**src/pdw_defines.svh**
```systemverilog
`ifndef PDW_DEFINES_SVH
`define PDW_DEFINES_SVH

// **********
// Register offsets
// **********
`define PDW_ADDR_SAFE_VALUES     16'h0021
`define PDW_ADDR_SERIAL_PERIOD   16'h0023
`define PDW_ADDR_FIELDBUS_PERIOD 16'h0024
`define PDW_ADDR_CHAIN_CFG       16'h0025
`define PDW_ADDR_CHAIN_CUR       16'h0026
`define PDW_ADDR_SCRIPT_EN       16'h0032
`define PDW_ADDR_SCRIPT_PORT     16'h0033

// **********
// Reset values and accepted ranges
// **********
`define PDW_RST_SAFE_VALUES      8'h00
`define PDW_RST_PERIOD           8'h00
`define PDW_RST_CHAIN_CFG        8'h03
`define PDW_RST_SCRIPT_EN        8'h00
`define PDW_RST_SCRIPT_PORT      8'h01
`define PDW_MAX_SAFE_VALUES      8'h3f
`define PDW_MAX_CHAIN_CFG        8'h07
`define PDW_MAX_SCRIPT_EN        8'h01
`define PDW_MAX_SCRIPT_PORT      8'h01
`define PDW_PERIOD_OFF           8'h00

// **********
// Field positions
// **********
`define PDW_SAFE_SERIAL_LSB      4
`define PDW_SAFE_FIELDBUS_LSB    2
`define PDW_SAFE_CHAIN_LSB       0
`define PDW_CHAIN_LED_BIT        0
`define PDW_CHAIN_IN_LSB         1
`define PDW_PORT_CONFIG_DEBUG    1'b0
`define PDW_PORT_SERIAL_DATA     1'b1

// **********
// Timing
// **********
`define PDW_TICK_MS              1
`define PDW_CLK_PERIOD_NS        4
`define PDW_TICK_CYCLES ((`PDW_TICK_MS * 1000000) / `PDW_CLK_PERIOD_NS)

`endif

```
**src/pdw_pkg.sv**
```systemverilog
package pdw_pkg;

  // ******************************************************************
  // Types
  // ******************************************************************
  typedef enum logic [1:0] {
    PDW_SAFE_ZERO = 2'b00,
    PDW_SAFE_ONE  = 2'b01,
    PDW_SAFE_HOLD = 2'b10
  } pdw_safe_mode_t;

  typedef enum logic [2:0] {
    PDW_SCR_IDLE = 3'b001,
    PDW_SCR_RUN  = 3'b010,
    PDW_SCR_HOLD = 3'b100
  } pdw_script_state_t;

  typedef struct packed {
    logic        wr;
    logic        rd;
    logic [15:0] addr;
    logic [15:0] data;
  } pdw_reg_req_t;

  typedef struct packed {
    logic        done;
    logic        error;
    logic [15:0] rd_data;
  } pdw_reg_rsp_t;

  typedef struct packed {
    logic [7:0] safe_values;
    logic [7:0] serial_period;
    logic [7:0] fieldbus_period;
    logic [7:0] chain_cfg;
    logic [7:0] script_en;
    logic [7:0] script_port;
  } pdw_persist_t;

  typedef struct packed {
    logic       led_out0;
    logic [1:0] switch_in;
  } pdw_chain_use_t;

endpackage

```
**src/pdw_validity_timer.sv**
```systemverilog
`include "pdw_defines.svh"

module pdw_validity_timer (
  input  wire logic       ref_clk,
  input  wire logic       rst,
  input  wire logic       ms_tick,
  input  wire logic       produce,
  input  wire logic [7:0] period,
  output logic            invalid
);

  logic [7:0] elapsed_reg;
  logic       invalid_reg;
  logic       off;

  assign off     = (period == `PDW_PERIOD_OFF);
  assign invalid = invalid_reg;

  // **********
  // Millisecond counter
  // **********
  // The tick is free running, so the first tick after a production
  // may come early: a timeout lands between period-1 and period ms.
  always_ff @(posedge ref_clk or posedge rst) begin
    if (rst) begin
      elapsed_reg <= 8'h00;
    end else if (produce || off) begin
      elapsed_reg <= 8'h00; // [RQ14]
    end else if (ms_tick && (elapsed_reg != 8'hff)) begin
      elapsed_reg <= elapsed_reg + 8'h01; // [RQ14]
    end
  end

  // **********
  // Invalid flag
  // **********
  always_ff @(posedge ref_clk or posedge rst) begin
    if (rst) begin
      invalid_reg <= 1'b0;
    end else if (off) begin
      invalid_reg <= 1'b0; // [RQ2]
    end else if (produce) begin
      invalid_reg <= 1'b0; // [RQ14]
    end else if (ms_tick && (elapsed_reg >= (period - 8'h01))) begin
      invalid_reg <= 1'b1; // [RQ1] [RQ3]
    end
  end

endmodule

```
**src/pdw_config_regs.sv**
```systemverilog
`include "pdw_defines.svh"

// Summary of operation
// [RQ1] A nonzero validity value is the timeout in ms for the next production.
// [RQ2] A validity value of zero disables the timeout; data stays valid.
// [RQ3] A missed production marks that interface's input data invalid.
// [RQ4] Consumers of an invalid input area switch to their chosen safe values.
// [RQ5] Serial and fieldbus ports have separate byte-wide persistent periods.
// [RQ6] Chain bit 0 set reserves output shift register 0 for status LEDs.
// [RQ7] Chain bits 2:1 reserve none, input register 0, or inputs 0 and 1.
// [RQ8] Chain configuration resets to 0x03, accepts 0x00 to 0x07, persists.
// [RQ9] An assignment register reports the chain usage currently in effect.
// [RQ10] Script enable 0 stops and 1 starts the script; resets to 0, persists.
// [RQ11] A port-select register chooses the script's serial interface.
// [RQ12] Safe value codes: 00 zeros, 01 ones, 10 hold last data.
// [RQ13] A script on the debug port blocks the menu until off and restarted.
// [RQ14] Timers count ms ticks, restart on production, fresh data clears invalid.
// [RQ15] Reserved bits or out-of-range values leave registers unchanged.
module pdw_config_regs
  import pdw_pkg::*;
#(
  parameter int TICK_CYCLES = `PDW_TICK_CYCLES,
  parameter int DATA_W      = 16
) (
  input  wire logic              ref_clk,
  input  wire logic              rst,
  input  wire pdw_reg_req_t      reg_req,
  output pdw_reg_rsp_t           reg_rsp,
  input  wire logic [DATA_W-1:0] serial_in_data,
  input  wire logic              serial_produce,
  input  wire logic [DATA_W-1:0] fieldbus_in_data,
  input  wire logic              fieldbus_produce,
  output logic      [DATA_W-1:0] serial_out_data,
  output logic      [DATA_W-1:0] fieldbus_out_data,
  output logic                   serial_data_invalid,
  output logic                   fieldbus_data_invalid,
  output pdw_chain_use_t         chain_use,
  input  wire logic              module_restart,
  input  wire logic              persist_load,
  input  wire pdw_persist_t      persist_in,
  output pdw_persist_t           persist_out,
  output logic                   persist_save,
  output logic                   script_active,
  output logic                   script_port,
  output logic                   cfg_menu_enable
);

  localparam int TW = $clog2(TICK_CYCLES + 1);
  localparam int NIF = 2;

  // **********
  // Functions
  // **********
  function automatic logic pdw_is_mapped(input logic [15:0] addr);
    logic hit;
    hit = 1'b0;
    unique case (addr)
      `PDW_ADDR_SAFE_VALUES,
      `PDW_ADDR_SERIAL_PERIOD,
      `PDW_ADDR_FIELDBUS_PERIOD,
      `PDW_ADDR_CHAIN_CFG,
      `PDW_ADDR_CHAIN_CUR,
      `PDW_ADDR_SCRIPT_EN,
      `PDW_ADDR_SCRIPT_PORT: hit = 1'b1;
      default: hit = 1'b0;
    endcase
    return hit;
  endfunction

  // Code 11 has no meaning, so a value carrying it is refused whole.
  function automatic logic pdw_safe_ok(input logic [7:0] v);
    logic ok;
    ok = (v <= `PDW_MAX_SAFE_VALUES);
    ok = ok && (v[`PDW_SAFE_SERIAL_LSB +: 2] != 2'b11);
    ok = ok && (v[`PDW_SAFE_FIELDBUS_LSB +: 2] != 2'b11);
    ok = ok && (v[`PDW_SAFE_CHAIN_LSB +: 2] != 2'b11);
    return ok;
  endfunction

  function automatic logic [DATA_W-1:0] pdw_safe_word(
    input logic [1:0]        mode,
    input logic [DATA_W-1:0] last
  );
    logic [DATA_W-1:0] w;
    w = last;
    if (mode == PDW_SAFE_ZERO) begin
      w = '0; // [RQ12]
    end else if (mode == PDW_SAFE_ONE) begin
      w = '1; // [RQ12]
    end
    return w;
  endfunction

  // **********
  // Registers
  // **********
  logic [7:0]        safe_values_reg;
  logic [7:0]        serial_period_reg;
  logic [7:0]        fieldbus_period_reg;
  logic [7:0]        chain_cfg_reg;
  logic [7:0]        chain_cur_reg;
  logic [7:0]        script_en_reg;
  logic [7:0]        script_port_reg;
  pdw_script_state_t script_state_reg;
  pdw_script_state_t script_state_next;
  logic              script_port_eff_reg;
  pdw_reg_rsp_t      reg_rsp_reg;
  logic              persist_save_reg;
  logic [TW-1:0]     tick_cnt_reg;
  logic              ms_tick_reg;

  logic [DATA_W-1:0] out_data_reg [NIF];
  logic [DATA_W-1:0] in_data      [NIF];
  logic              produce      [NIF];
  logic [7:0]        period       [NIF];
  logic [1:0]        safe_mode    [NIF];
  logic              data_invalid [NIF];

  logic              wr_ok;
  logic              wr_store;
  logic [15:0]       rd_word;
  logic [7:0]        wr_byte;

  assign wr_byte = reg_req.data[7:0];

  // **********
  // Millisecond time base
  // **********
  always_ff @(posedge ref_clk or posedge rst) begin
    if (rst) begin
      tick_cnt_reg <= '0;
      ms_tick_reg  <= 1'b0;
    end else if (tick_cnt_reg == TW'(TICK_CYCLES - 1)) begin
      tick_cnt_reg <= '0;
      ms_tick_reg  <= 1'b1; // [RQ14]
    end else begin
      tick_cnt_reg <= tick_cnt_reg + TW'(1);
      ms_tick_reg  <= 1'b0;
    end
  end

  // **********
  // Write decode
  // **********
  // The access path is byte wide, so a set upper byte is refused.
  always_comb begin
    wr_ok = 1'b0;
    if (reg_req.data[15:8] == 8'h00) begin
      unique case (reg_req.addr)
        `PDW_ADDR_SAFE_VALUES:     wr_ok = pdw_safe_ok(wr_byte); // [RQ15]
        `PDW_ADDR_SERIAL_PERIOD:   wr_ok = 1'b1;
        `PDW_ADDR_FIELDBUS_PERIOD: wr_ok = 1'b1;
        `PDW_ADDR_CHAIN_CFG:       wr_ok = (wr_byte <= `PDW_MAX_CHAIN_CFG); // [RQ8]
        `PDW_ADDR_CHAIN_CUR:       wr_ok = 1'b1;
        `PDW_ADDR_SCRIPT_EN:       wr_ok = (wr_byte <= `PDW_MAX_SCRIPT_EN); // [RQ15]
        `PDW_ADDR_SCRIPT_PORT:     wr_ok = (wr_byte <= `PDW_MAX_SCRIPT_PORT); // [RQ15]
        default:                   wr_ok = 1'b0;
      endcase
    end
  end

  assign wr_store = reg_req.wr && wr_ok && !persist_load;

  // **********
  // Configuration storage
  // **********
  // A restore from persistent storage wins over a host write in the
  // same cycle, since it only happens while the module starts up.
  always_ff @(posedge ref_clk or posedge rst) begin
    if (rst) begin
      safe_values_reg     <= `PDW_RST_SAFE_VALUES;
      serial_period_reg   <= `PDW_RST_PERIOD; // [RQ5]
      fieldbus_period_reg <= `PDW_RST_PERIOD; // [RQ5]
      chain_cfg_reg       <= `PDW_RST_CHAIN_CFG; // [RQ8]
      script_en_reg       <= `PDW_RST_SCRIPT_EN; // [RQ10]
      script_port_reg     <= `PDW_RST_SCRIPT_PORT;
    end else if (persist_load) begin
      safe_values_reg     <= persist_in.safe_values;
      serial_period_reg   <= persist_in.serial_period; // [RQ5]
      fieldbus_period_reg <= persist_in.fieldbus_period; // [RQ5]
      chain_cfg_reg       <= persist_in.chain_cfg; // [RQ8]
      script_en_reg       <= persist_in.script_en; // [RQ10]
      script_port_reg     <= persist_in.script_port;
    end else if (wr_store) begin
      unique case (reg_req.addr)
        `PDW_ADDR_SAFE_VALUES:     safe_values_reg     <= wr_byte;
        `PDW_ADDR_SERIAL_PERIOD:   serial_period_reg   <= wr_byte; // [RQ5]
        `PDW_ADDR_FIELDBUS_PERIOD: fieldbus_period_reg <= wr_byte; // [RQ5]
        `PDW_ADDR_CHAIN_CFG:       chain_cfg_reg       <= wr_byte; // [RQ8]
        `PDW_ADDR_SCRIPT_EN:       script_en_reg       <= wr_byte; // [RQ10]
        `PDW_ADDR_SCRIPT_PORT:     script_port_reg     <= wr_byte; // [RQ11]
        default: ;
      endcase
    end
  end

  // **********
  // Shift chain assignment in effect
  // **********
  // The chain is only re-laid out on a restart or a persistent load, so a new configuration
  // shows here once the module has been restarted.
  always_ff @(posedge ref_clk or posedge rst) begin
    if (rst) begin
      chain_cur_reg <= `PDW_RST_CHAIN_CFG;
    end else if (persist_load) begin
      chain_cur_reg <= persist_in.chain_cfg; // [RQ9]
    end else if (module_restart) begin
      chain_cur_reg <= chain_cfg_reg; // [RQ9]
    end
  end

  always_comb begin
    chain_use.led_out0 = chain_cur_reg[`PDW_CHAIN_LED_BIT]; // [RQ6]
    chain_use.switch_in = 2'b00; // [RQ7]
    unique case (chain_cur_reg[`PDW_CHAIN_IN_LSB +: 2])
      2'b00:   chain_use.switch_in = 2'b00; // [RQ7]
      2'b01:   chain_use.switch_in = 2'b01; // [RQ7]
      2'b10:   chain_use.switch_in = 2'b11; // [RQ7]
      default: chain_use.switch_in = 2'b11;
    endcase
  end

  // **********
  // Script control
  // **********
  always_comb begin
    script_state_next = script_state_reg;
    unique case (script_state_reg)
      PDW_SCR_IDLE: begin
        if (script_en_reg == `PDW_MAX_SCRIPT_EN) begin
          script_state_next = PDW_SCR_RUN; // [RQ10]
        end
      end
      PDW_SCR_RUN: begin
        if (script_en_reg == `PDW_RST_SCRIPT_EN) begin
          if (script_port_eff_reg == `PDW_PORT_CONFIG_DEBUG) begin
            script_state_next = PDW_SCR_HOLD; // [RQ13]
          end else begin
            script_state_next = PDW_SCR_IDLE; // [RQ10]
          end
        end
      end
      PDW_SCR_HOLD: begin
        if (module_restart) begin
          script_state_next = PDW_SCR_IDLE; // [RQ13]
        end
      end
      default: script_state_next = PDW_SCR_IDLE;
    endcase
  end

  always_ff @(posedge ref_clk or posedge rst) begin
    if (rst) begin
      script_state_reg <= PDW_SCR_IDLE;
    end else begin
      script_state_reg <= script_state_next;
    end
  end

  // The port is caught when the script starts, so a later change only
  // takes effect on the next start.
  always_ff @(posedge ref_clk or posedge rst) begin
    if (rst) begin
      script_port_eff_reg <= `PDW_PORT_SERIAL_DATA;
    end else if ((script_state_reg == PDW_SCR_IDLE) &&
                 (script_state_next == PDW_SCR_RUN)) begin
      script_port_eff_reg <= script_port_reg[0]; // [RQ11]
    end
  end

  assign script_active   = (script_state_reg != PDW_SCR_IDLE); // [RQ10]
  assign script_port     = script_port_eff_reg; // [RQ11]
  assign cfg_menu_enable = !(script_active &&
    (script_port_eff_reg == `PDW_PORT_CONFIG_DEBUG)); // [RQ13]

  // **********
  // Validity watch and safe values
  // **********
  assign in_data[0]   = serial_in_data;
  assign in_data[1]   = fieldbus_in_data;
  assign produce[0]   = serial_produce;
  assign produce[1]   = fieldbus_produce;
  assign period[0]    = serial_period_reg;
  assign period[1]    = fieldbus_period_reg;
  assign safe_mode[0] = safe_values_reg[`PDW_SAFE_SERIAL_LSB +: 2];
  assign safe_mode[1] = safe_values_reg[`PDW_SAFE_FIELDBUS_LSB +: 2];

  genvar gi;
  generate
    for (gi = 0; gi < NIF; gi++) begin : g_if
      pdw_validity_timer u_timer (
        .ref_clk (ref_clk),
        .rst     (rst),
        .ms_tick (ms_tick_reg),
        .produce (produce[gi]),
        .period  (period[gi]),
        .invalid (data_invalid[gi])
      );

      always_ff @(posedge ref_clk or posedge rst) begin
        if (rst) begin
          out_data_reg[gi] <= '0;
        end else if (produce[gi]) begin
          out_data_reg[gi] <= in_data[gi];
        end else if (data_invalid[gi]) begin
          out_data_reg[gi] <= pdw_safe_word(safe_mode[gi],
                                            out_data_reg[gi]); // [RQ4]
        end
      end
    end
  endgenerate

  assign serial_out_data       = out_data_reg[0];
  assign fieldbus_out_data     = out_data_reg[1];
  assign serial_data_invalid   = data_invalid[0]; // [RQ3]
  assign fieldbus_data_invalid = data_invalid[1]; // [RQ3]

  // **********
  // Read path and response
  // **********
  always_comb begin
    rd_word = 16'h0000;
    unique case (reg_req.addr)
      `PDW_ADDR_SAFE_VALUES:     rd_word = {8'h00, safe_values_reg};
      `PDW_ADDR_SERIAL_PERIOD:   rd_word = {8'h00, serial_period_reg};
      `PDW_ADDR_FIELDBUS_PERIOD: rd_word = {8'h00, fieldbus_period_reg};
      `PDW_ADDR_CHAIN_CFG:       rd_word = {8'h00, chain_cfg_reg};
      `PDW_ADDR_CHAIN_CUR:       rd_word = {8'h00, chain_cur_reg}; // [RQ9]
      `PDW_ADDR_SCRIPT_EN:       rd_word = {8'h00, script_en_reg};
      `PDW_ADDR_SCRIPT_PORT:     rd_word = {8'h00, script_port_reg};
      default:                   rd_word = 16'h0000;
    endcase
  end

  // A write takes precedence when both strobes are high.
  always_ff @(posedge ref_clk or posedge rst) begin
    if (rst) begin
      reg_rsp_reg <= '0;
    end else if (reg_req.wr) begin
      reg_rsp_reg.done    <= 1'b1;
      reg_rsp_reg.error   <= !wr_ok || persist_load; // [RQ15]
      reg_rsp_reg.rd_data <= 16'h0000;
    end else if (reg_req.rd) begin
      reg_rsp_reg.done    <= 1'b1;
      reg_rsp_reg.error   <= !pdw_is_mapped(reg_req.addr);
      reg_rsp_reg.rd_data <= rd_word;
    end else begin
      reg_rsp_reg <= '0;
    end
  end

  always_ff @(posedge ref_clk or posedge rst) begin
    if (rst) begin
      persist_save_reg <= 1'b0;
    end else begin
      persist_save_reg <= wr_store &&
        (reg_req.addr != `PDW_ADDR_CHAIN_CUR); // [RQ5] [RQ8] [RQ10]
    end
  end

  assign reg_rsp      = reg_rsp_reg;
  assign persist_save = persist_save_reg;

  assign persist_out.safe_values     = safe_values_reg;
  assign persist_out.serial_period   = serial_period_reg;
  assign persist_out.fieldbus_period = fieldbus_period_reg;
  assign persist_out.chain_cfg       = chain_cfg_reg;
  assign persist_out.script_en       = script_en_reg;
  assign persist_out.script_port     = script_port_reg;

endmodule

```
**config.mk**
```make
export PLATFORM = sky130hd
export DESIGN_NAME = pdw_config_regs
export DESIGN_NICKNAME = d
export VERILOG_FILES = /design/src/pdw_pkg.sv /design/src/pdw_validity_timer.sv /design/src/pdw_config_regs.sv
export VERILOG_INCLUDE_DIRS = /design/src
export SDC_FILE = /design/constraint.sdc
export NUM_CORES = 1
export LEC_CHECK = 0
export ABC_AREA = 1
export BUFFER_PORTS_ARGS = -buffer_cell sky130_fd_sc_hd__buf_2
export CORE_MARGIN = 8
export CORE_UTILIZATION = 40
export CTS_CLUSTER_DIAMETER = 200
export CTS_CLUSTER_SIZE = 25
export DETAILED_ROUTE_END_ITERATION = 10
export MAX_ROUTING_LAYER = met4
export PLACE_DENSITY = 0.74
export SLEW_MARGIN = 20
export SYNTH_ARGS = -nofsm -noshare
export SYNTH_HDL_FRONTEND = slang
export SYNTH_SLANG_ARGS = --single-unit
```
**constraint.sdc**
```tcl
create_clock -name ref_clk -period 4.91 [get_ports ref_clk]
set_input_delay 0.491 -clock ref_clk [delete_from_list [all_inputs] [get_ports ref_clk]]
set_output_delay 0.491 -clock ref_clk [all_outputs]
set_load 0.03 [all_outputs]
```
==> results of run 1 <==
[cells in the final DEF (no fill, tap or decap), types with 7 or more instances in the layout]
cell type / netlist / routed
nand3_1: 87 / 87
dfrtp_1: 133 / 133
nand2_2: 8 / 8
nor2_2: 14 / 14
nor3_1: 11 / 11
a21oi_1: 25 / 25
xor2_1: 20 / 20
ha_1: 23 / 23
inv_1: 79 / 78
nand3_4: 8 / 8
nor2_1: 101 / 101
a31oi_1: 32 / 32
conb_1: 1 / 8
dfstp_2: 7 / 7
nand2_1: 337 / 337
buf_2: 3 / 218
nand4_1: 27 / 27
nor2_4: 7 / 7
o21ai_0: 17 / 17
clkbuf_16: 0 / 17
[critical path, cell delays in order (launching register included)]
cell,delay (ns)
dfrtp_1,0.43
inv_1,0.17
ha_1,0.22
nand2_1,0.09
nor3_1,0.19
xor2_1,0.16
inv_1,0.06
ha_1,0.27
nand2_1,0.06
nor2_1,0.14
nand4_1,0.10
o2111ai_1,0.11
nand2_1,0.09
a21oi_1,0.12
[cell usage after synthesis (2+ instances only)]
| library cell | count | area, um^2 |
|---|---|---|
| xor2_1 | 20 | 175 |
| a21oi_1 | 25 | 125 |
| nand3_1 | 87 | 435 |
| nor2_1 | 101 | 379 |
| inv_2 | 5 | 18.8 |
| nand4_1 | 27 | 169 |
| or2_2 | 5 | 31.3 |
| xnor2_1 | 5 | 43.8 |
| nor3_1 | 11 | 55.1 |
| buf_1 | 3 | 11.3 |
| nor2_4 | 7 | 78.8 |
| o21ai_0 | 17 | 85.1 |
| o211ai_1 | 2 | 15.0 |
| inv_1 | 79 | 297 |
| ha_1 | 23 | 288 |
| nand2_2 | 8 | 50.1 |
| dfrtp_1 | 133 | 3330 |
| nand2_4 | 3 | 33.8 |
| dfstp_2 | 7 | 184 |
| buf_4 | 9 | 67.6 |
| nor3b_1 | 2 | 15.0 |
| nor4_1 | 3 | 18.8 |
| a31oi_1 | 32 | 200 |
| nand3_4 | 8 | 140 |
| nor2_8 | 2 | 40.0 |
| nand2_1 | 337 | 1260 |
| o21ai_1 | 4 | 20.0 |
| buf_2 | 3 | 15.0 |
| clkbuf_1 | 19 | 71.3 |
| nand4_2 | 2 | 25.0 |
| nor2_2 | 14 | 87.6 |
| o2111ai_1 | 2 | 17.5 |
[worst paths after layout]
kind,endpoint,depth (start not counted),from
worst max-delay path,g_if[1].u_timer.invalid$_DFFE_PP0P_,13,fieldbus_period_reg[0]$_DFFE_PP0P_
worst min-delay path,script_state_reg[2]$_DFF_PP0_,2,rst
worst max register to register,g_if[1].u_timer.invalid$_DFFE_PP0P_,13,fieldbus_period_reg[0]$_DFFE_PP0P_
worst min register to register,chain_cur_reg[5]$_DFFE_PP0P_,2,chain_cur_reg[5]$_DFFE_PP0P_
max in group asynchronous,fieldbus_out_data[5]$_DFFE_PP0P_,3,rst
min in group ref_clk,safe_values_reg[6]$_DFFE_PP0P_,3,persist_in[46]
[power by group]
part           total [mW]  internal (mW)  switching [mW]
Combinational       0.625          0.191           0.434
Sequential           1.34           1.25          0.0938
Clock                1.47          0.930           0.536
Total                3.43           2.37            1.06
[cell families after synthesis]
family | synth area share [%]
DFF | 44.7
xor gates and xnor gates | 2.79
AOI/OAI and AO/OA | 6.26
and+or+nand+nor | 36.2
buffers and inverters | 6.31
other | 0.0478
adders and majority gates | 3.67
[per-layer routing]
metal	GRT usage [%]	part of all wire, %
met5	-	0
met4	7.00	2.5
met3	4.43	7.1
met2	33.7	48
met1	24.8	42
[cell type report]
cell class / instances / area [um^2] / share of cell area [%]
multi-input combinational: 760 / 3900 / 39.6
sequential: 140 / 3510 / 35.7
clock buffer: 18 / 439 / 4.46
inverter: 85 / 324 / 3.29
clock inverter: 14 / 231 / 2.35
timing repair buffer: 220 / 1110 / 11.2
tap: 265 / 332 / 3.37
[stage by stage]
| step | hold slack (ns) | area, um^2 | total power [mW] |
|---|---|---|---|
| 4_1_cts | 0.249 | 9820 | 3.45 |
| 2_1_floorplan | 0.452 | 7880 | 1.75 |
| 3_3_place_gp | 0.484 | 9150 | 1.97 |
| 5_1_grt | 0.277 | 9840 | 3.58 |
| 3_5_place_dp | 0.487 | 9150 | 1.99 |
| 6_report | 0.264 | 9840 | 3.43 |
==> qor.yml, run 1 <==
cts:
  numCtsBuffers: 17
  holdBufCountCts: 0
  cts.sinks: 140
  cts_tree: "yes"
  path_clk_slew_ns: 0.06
  clockRootBuffer: "clkbuf_16"
  cts_max_path_buffers: 2
  post_cts_buffers: 0
  clk_latency_ns: 0.42
  htreeDepth: 4
  cts_resized: 0
power:
  p_per_area_mw_per_mm2: 349
  vdd_drop_max_uv: 232
  p_leak_nw: 5.12
synth:
  syn_area_mm2: 0.00785
  ys_ff_latch: 140
  async_reset_ff_share_pct: 100
  yosys_warnings: 0
  synth_edf_count: 0
  ys_seq_area_share_pct: 44.7
  avgSynthCellArea_um2: 7.75
  yosysUniqueCellTypes: 40
  syn_inst: 1013
  yosys_most_used_dff: "dfrtp_1"
sta:
  fmax_ghz: 0.441
  finalHoldViolations: 0
  worst_slack_ns: 2.64
  period_needed_ns: 2.27
  rsz0062_at_grt: "no"
  worstMarginPinSlew_ns: 0.939
  fin_skew_ns: 0.00742
  finalCritPeriodShare_pct: 46.1
  slew_viol_final: 0
  finalSetupTns_ns: 0
  slew_headroom_pct: 37.4
  setup_violations: 0
placement:
  gp_congestion: 0.960
  io_buffers: 218
  dp_hpwl_mm: 18.5
  dp_slack_ns: 2.35
  dp_cells: 1470
drt:
  avgRoutedWirePerCell_um: 16.0
  postRouteAntennaNets: 0
  vias: 7585
  drt_iter0_markers: 575
  drt-pass1-iter-count: 6
  viasPerCell: 5.05
  drt_wl_total_mm: 24.1
  drc: 0
die:
  initial_core_util_pct: 40.6
  die_x_um: 156
  fp.dieH_um: 156
  io_pins: 227
  num_rows: 51
  dieArea_mm2: 0.0244
  core_mm2: 0.0193
cells_and_area:
  final_cells: 1502
  diodes: 0
  fin_nets: 1367
  fill_cells: 1867
  drive_gt1_share_pct: 25.9
  final_core_util_pct: 50.9
  largest_reg_flops: 18
  area_delta_synth_final_pct: 25.4
global_routing:
  grt_max_degree: 103
  grt_pass1_vias: 7585
  antenna_found_initial: 0
  grt_pass1_wl_mm: 38.8
  track_usage_pct: 20.6
  grt-ovfl-total: 0
setup_path:
  worst_setup_path_end_kind: "flip-flop"
  critical_path_class: "flip-flop to flip-flop"
  crit_arrival_ns: 2.61
  rrSetupSlack_ns: 2.64
  required_ns: 5.26
  crit_fanout: 5
  critPathLaunchType: "flip-flop"
status:
  outcome: "finished, final reports clean"
worst_hold_path:
  min_path_type: "input port to asynchronous set/reset pin"
job:
  cap_viol_max_count: 0
No activity file was read; power rests on OpenSTA's default activity.
==> inputs of run 2 (changes only) <==
PLACE_DENSITY = 0.77   (was 0.74)
clock period = 1.9 ns   (was 4.91 ns; I/O delays follow)
==> run 2 against run 1 <==
  * The run now ends with setup timing left
  * Utilization up 2.7 points
  * Combinational power rose to 3.0 times the previous value
  * Final cell count up 3.8%
  * Power grew 150%
  * Clock skew barely moved
  * First-iteration DRC count shrank 19%
  * Sequential share of layout area down 1.7 points
  * Sequential power rose to 2.6 times the previous value
  * Worst setup slack worse by 2.9 ns
  * Routed wire length is 1.2% higher
==> qor.yml, run 2 (synthesis gave the netlist of run 1 again) <==
die:
  dieArea_mm2: 0.0244
  num_rows: 51
  core_mm2: 0.0193
  initial_core_util_pct: 40.6
  fp.dieH_um: 156
  io_pins: 227
  die_x_um: 156
setup_path:
  cpMaxStageDelayCell: "dfrtp_2"
  crit_arrival_ns: 2.46
  r2r-start: "fieldbus_period_reg[0]$_DFFE_PP0P_"
  crit_buf_inv: 2
  r2r-end: "g_if[1].u_timer.invalid$_DFFE_PP0P_"
  endpoint: "g_if[1].u_timer.invalid$_DFFE_PP0P_"
  crit_start: "fieldbus_period_reg[0]$_DFFE_PP0P_"
  worst_setup_path_end_kind: "flip-flop"
  crit_cells: 13
  max_stage_delay_ns: 0.42
  required_ns: 2.24
  critPathLaunchType: "flip-flop"
  r2r_cells: 13
  cp_top_family: "simple AND/OR/NAND/NOR gates"
  cp_cell_sequence: "inv_4, ha_4, nand2_4, nor3_4, xor2_1, inv_1, ha_4, nand2_4, nor2_4, nand4_1, o2111ai_2, nand2_1, a21oi_1"
  rrSetupSlack_ns: -0.22
  crit_fanout: 2
  critical_path_class: "flip-flop to flip-flop"
cts:
  cts.sinks: 140
  cts_tree: "yes"
  clk_latency_ns: 0.41
  numCtsBuffers: 17
  clockRootBuffer: "clkbuf_16"
  htreeDepth: 4
  path_clk_slew_ns: 0.06
  cts_max_path_buffers: 2
sta:
  rsz0062_at_grt: "yes"
  worstMarginPinSlew_ns: 0.713
  setup_violations: 2
  slew_headroom_pct: 52.3
  fmax_ghz: 0.471
  slew_viol_final: 0
  finalCritPeriodShare_pct: 112
  worst_slack_ns: -0.223
  finalHoldViolations: 0
  fin_skew_ns: 0.00777
  period_needed_ns: 2.12
cells_and_area:
  fill_cells: 1787
  drive_gt1_share_pct: 29.4
  fin_nets: 1424
  final_core_util_pct: 53.6
  layout_commonest_cell: "nand2_1"
  diodes: 0
  largest_reg_flops: 18
  area_delta_synth_final_pct: 31.9
  final_area_mm2: 0.0104
  mostFrequentLayoutCells: "nand2_1 (334), buf_2 (218), dfrtp_1 (126), nor2_1 (97), nand3_1 (87)"
power:
  p_per_area_mw_per_mm2: 825
  p_leak_nw: 5.35
  vdd_drop_max_uv: 638
worst_hold_path:
  min_path_type: "input port to flip-flop"
job:
  cap_viol_max_count: 0
global_routing:
  grt-ovfl-total: 0
  grt_pass1_wl_mm: 39.2
  grt_max_degree: 96
  grt_pass1_vias: 7789
  track_usage_pct: 20.6
  antenna_found_initial: 0
status:
  violations: "setup timing"
  outcome: "complete, but fails checks"
drt:
  drc: 0
  vias: 7854
  avgRoutedWirePerCell_um: 15.6
  viasPerCell: 5.04
  drt_wl_total_mm: 24.4
  drt_iter0_markers: 468
  drt-pass1-iter-count: 5
  postRouteAntennaNets: 0
placement:
  dp_hpwl_mm: 18.6
  io_buffers: 218
  dpl-instance-area_mm2: 0.00949
  gp_congestion: 0.942
## run 2: metal layers
| metal | vias up | wire [um] | share of wire [%] | track usage [%] |
|---|---|---|---|---|
| met5 | - | 0 | 0 | - |
| met4 | 0 | 635 | 2.6 | 7.09 |
| met3 | 44 | 1800 | 7.4 | 4.40 |
| met2 | 318 | 12000 | 49 | 33.9 |
| met1 | 3683 | 9940 | 41 | 24.8 |
| li1 | 3809 | - | - | - |
## run 2: cell type report
cell class / count / area, um^2 / area share, %
multi-input combinational: 760 / 3980 / 38.4
sequential: 140 / 3520 / 34.0
timing repair buffer: 277 / 1620 / 15.6
clock buffer: 21 / 460 / 4.45
tap: 265 / 332 / 3.20
inverter: 85 / 328 / 3.17
clock inverter: 11 / 119 / 1.15
## run 2: worst min path at each step
stage	startpoint	end	slack [ns]	cells past startpoint
2_1_floorplan	persist_in[46]	safe_values_reg[6]$_DFFE_PP0P_	0.30	2
3_3_place_gp	rst	script_state_reg[2]$_DFF_PP0_	0.13	2
3_5_place_dp	rst	script_state_reg[1]$_DFF_PP0_	0.14	2
4_1_cts	persist_in[4]	script_port_reg[4]$_DFFE_PP0P_	0.0003	3
5_1_grt	persist_in[21]	chain_cfg_reg[5]$_DFFE_PP0P_	0.01	3
6_report	persist_in[21]	chain_cfg_reg[5]$_DFFE_PP0P_	0.02	3
## run 2: repair_timing
item / CTS / global route
buffers inserted: 2 / 2
gates resized for setup: 7 / 10
setup endpoints to repair: 2 / 6
endpoints found under the hold margin: 57 / 0
hold buffers: 18 / 0
pin swaps: 7 / 12
## run 2: where the power goes
group	internal (mW)	switching (mW)
clock	2.00	1.27
combinational	0.635	1.22
sequential	3.23	0.194
total	5.86	2.69
## run 2: per-stage QoR
| step | setup TNS [ns] | std cells | power (mW) | hold slack [ns] | setup slack [ns] |
|---|---|---|---|---|---|
| floorplan | -5.49 | 1020 | 4.55 | 0.303 | -0.183 |
| global placement | -0.00948 | 1506 | 5.21 | 0.134 | -0.00948 |
| detailed placement | -0.212 | 1506 | 5.24 | 0.140 | -0.166 |
| CTS | -0.194 | 1557 | 8.58 | 0.000320 | -0.194 |
| global route | -0.553 | 1559 | 8.93 | 0.0129 | -0.311 |
| finish | -0.270 | 1559 | 8.55 | 0.0181 | -0.223 |
## run 2: worst register-to-register path, cell delays in order, from the launching register on
cell	delay, ns
dfrtp_2	0.42
inv_4	0.07
ha_4	0.14
nand2_4	0.05
nor3_4	0.18
xor2_1	0.19
inv_1	0.10
ha_4	0.28
nand2_4	0.06
nor2_4	0.11
nand4_1	0.12
o2111ai_2	0.10
nand2_1	0.07
a21oi_1	0.15
==> inputs of run 3 (changes only) <==
SETUP_SLACK_MARGIN = 0.15   (was default)
==> run 3 against run 2 <==
  * The flow still finishes with violations (setup timing)
  * Power rose by 3.4%
  * Cell area rose by 1.7%
  * Critical path depth fell by 2
  * Critical path type unchanged
  * Fmax rose by 7.2%
  * Critical endpoint is now g_if[0].u_timer.invalid$_DFFE_PP0P_
  * Die area did not move
==> qor.yml, run 3 (synthesis gave the netlist of run 1 again) <==
status:
  outcome: "complete, but fails checks"
  violations: "setup timing"
drt:
  drc: 0
  postRouteAntennaNets: 0
  avgRoutedWirePerCell_um: 15.7
  drt_iter0_markers: 567
  vias: 7957
  drt_wl_total_mm: 24.7
  drt-pass1-iter-count: 5
  viasPerCell: 5.07
power:
  p_total_mw: 8.84
  p_per_area_mw_per_mm2: 839
  p_leak_nw: 5.41
  vdd_drop_max_uv: 595
sta:
  setup_violations: 2
  rsz0062_at_grt: "yes"
  finalCritPeriodShare_pct: 104
  fin_skew_ns: 0.00940
  worst_slack_ns: -0.0804
  fmax_ghz: 0.505
  worstMarginPinSlew_ns: 0.541
  slew_viol_final: 0
  finalHoldViolations: 0
  period_needed_ns: 1.98
  slew_headroom_pct: 63.6
cts:
  clockRootBuffer: "clkbuf_16"
  path_clk_slew_ns: 0.06
  cts_tree: "yes"
  numCtsBuffers: 17
  cts.sinks: 140
  cts_max_path_buffers: 2
  clk_latency_ns: 0.43
  htreeDepth: 4
setup_path:
  crit_fanout: 4
  cp_cell_sequence: "nor2_4, nand4_1, nor3_2, xnor2_1, ha_1, nand2_2, nor2_4, nand4_1, o2111ai_1, nand2_1, a21oi_1"
  critPathLaunchType: "flip-flop"
  max_stage_delay_ns: 0.44
  crit_buf_inv: 0
  worst_setup_path_end_kind: "flip-flop"
  cp_top_family: "simple AND/OR/NAND/NOR gates"
  required_ns: 2.25
  crit_arrival_ns: 2.33
  critical_path_class: "flip-flop to flip-flop"
  cpMaxStageDelayCell: "dfrtp_2"
cells_and_area:
  fin_nets: 1434
  final_cells: 1570
  final_core_util_pct: 54.5
  final_area_mm2: 0.0105
  area_delta_synth_final_pct: 34.2
  layout_commonest_cell: "nand2_1"
  multi_input_area_mm2: 0.00402
  fill_cells: 1753
  largest_reg_flops: 18
  mostFrequentLayoutCells: "nand2_1 (329), buf_2 (217), dfrtp_1 (124), nor2_1 (92), nand3_1 (86)"
  regArea_mm2: 0.00352
  drive_gt1_share_pct: 31.2
placement:
  dp_slack_ns: -0.0753
  dp_hpwl_mm: 18.7
  dpl-instance-area_mm2: 0.00951
  gp_congestion: 0.932
  io_buffers: 218
  dp_cells: 1508
die:
  dieArea_mm2: 0.0244
  die_x_um: 156
  io_pins: 227
  core_mm2: 0.0193
  fp.dieH_um: 156
  num_rows: 51
  initial_core_util_pct: 40.6
global_routing:
  grt_pass1_vias: 7946
  grt-ovfl-total: 0
  track_usage_pct: 21.0
  antenna_found_initial: 1
  grt_pass1_wl_mm: 39.8
  grt_max_degree: 78
worst_hold_path:
  min_path_type: "input port to flip-flop"
job:
  cap_viol_max_count: 0
## run 3: changes by cell type in the layout (fill, tap and decap cells not counted), sizes merged, moves of 2 or more
cell	change
bufinv	+2
buf	+5
clkinvlp	-2
dlygate4sd3	+4
## run 3: metal layers
layer | up-vias | GRT usage [%] | wire (um)
met5 | - | - | 0
met1 | 3749 | 24.0 | 9880
met2 | 308 | 35.4 | 12400
met4 | 0 | 7.51 | 698
li1 | 3843 | - | -
met3 | 57 | 5.29 | 1720
## run 3: repair_timing
action | 4_1_cts | 5_1_grt
buffers inserted | 0 | 6
cloned | 0 | 1
endpoints found under the hold margin | 154 | 0
setup endpoints to repair | 6 | 19
hold buffers | 22 | 0
pin swaps | 0 | 19
gates resized for setup | 3 | 37
## run 3: path summary, 6_finish.rpt
| path | cells after the start | end | slack, ns | startpoint |
|---|---|---|---|---|
| worst max-delay path | 11 | g_if[0].u_timer.invalid$_DFFE_PP0P_ | -0.08 | serial_period_reg[2]$_DFFE_PP0P_ |
| worst min-delay path | 3 | chain_cfg_reg[5]$_DFFE_PP0P_ | 0.01 | persist_in[21] |
| worst max register to register | 11 | g_if[0].u_timer.invalid$_DFFE_PP0P_ | -0.08 | serial_period_reg[2]$_DFFE_PP0P_ |
| worst min register to register | 1 | tick_cnt_reg[13]$_DFF_PP0_ | 0.49 | tick_cnt_reg[13]$_DFF_PP0_ |
| min in group asynchronous | 4 | serial_out_data[13]$_DFFE_PP0P_ | 0.43 | rst |
| max in group asynchronous | 4 | chain_cfg_reg[1]$_DFFE_PP1P_ | 1.09 | rst |
## run 3: worst min-delay path: cells and delay by family
kind          cells  cell delay (ns)
buf+inv           1             0.08
simple gates      2             0.13
## run 3: layout make-up
type                    instances  share of cell area, %
multi-input cells             761                   38.2
flip-flops and latches        140                   33.4
repair buffers                286                   16.1
clock buffers                  21                   4.37
well taps                     265                   3.15
inverters                      85                   3.14
clock inverters                11                   1.59
diodes                          1                 0.0238
## run 3: power by group
part / internal [mW] / total (mW) / switching, mW
logic: 0.640 / 1.86 / 1.22
clock network: 2.26 / 3.54 / 1.28
registers: 3.23 / 3.43 / 0.203
total: 6.13 / 8.84 / 2.71
## run 3: metrics by stage
| step | TNS [ns] | hold slack [ns] |
|---|---|---|
| detailed placement | -0.0907 | 0.354 |
| CTS | -0.0829 | 0.00344 |
| global placement | -0.0148 | 0.346 |
| floorplan | -5.63 | 0.303 |
| finish | -0.159 | 0.0101 |
| global route | -0.405 | 0.0150 |
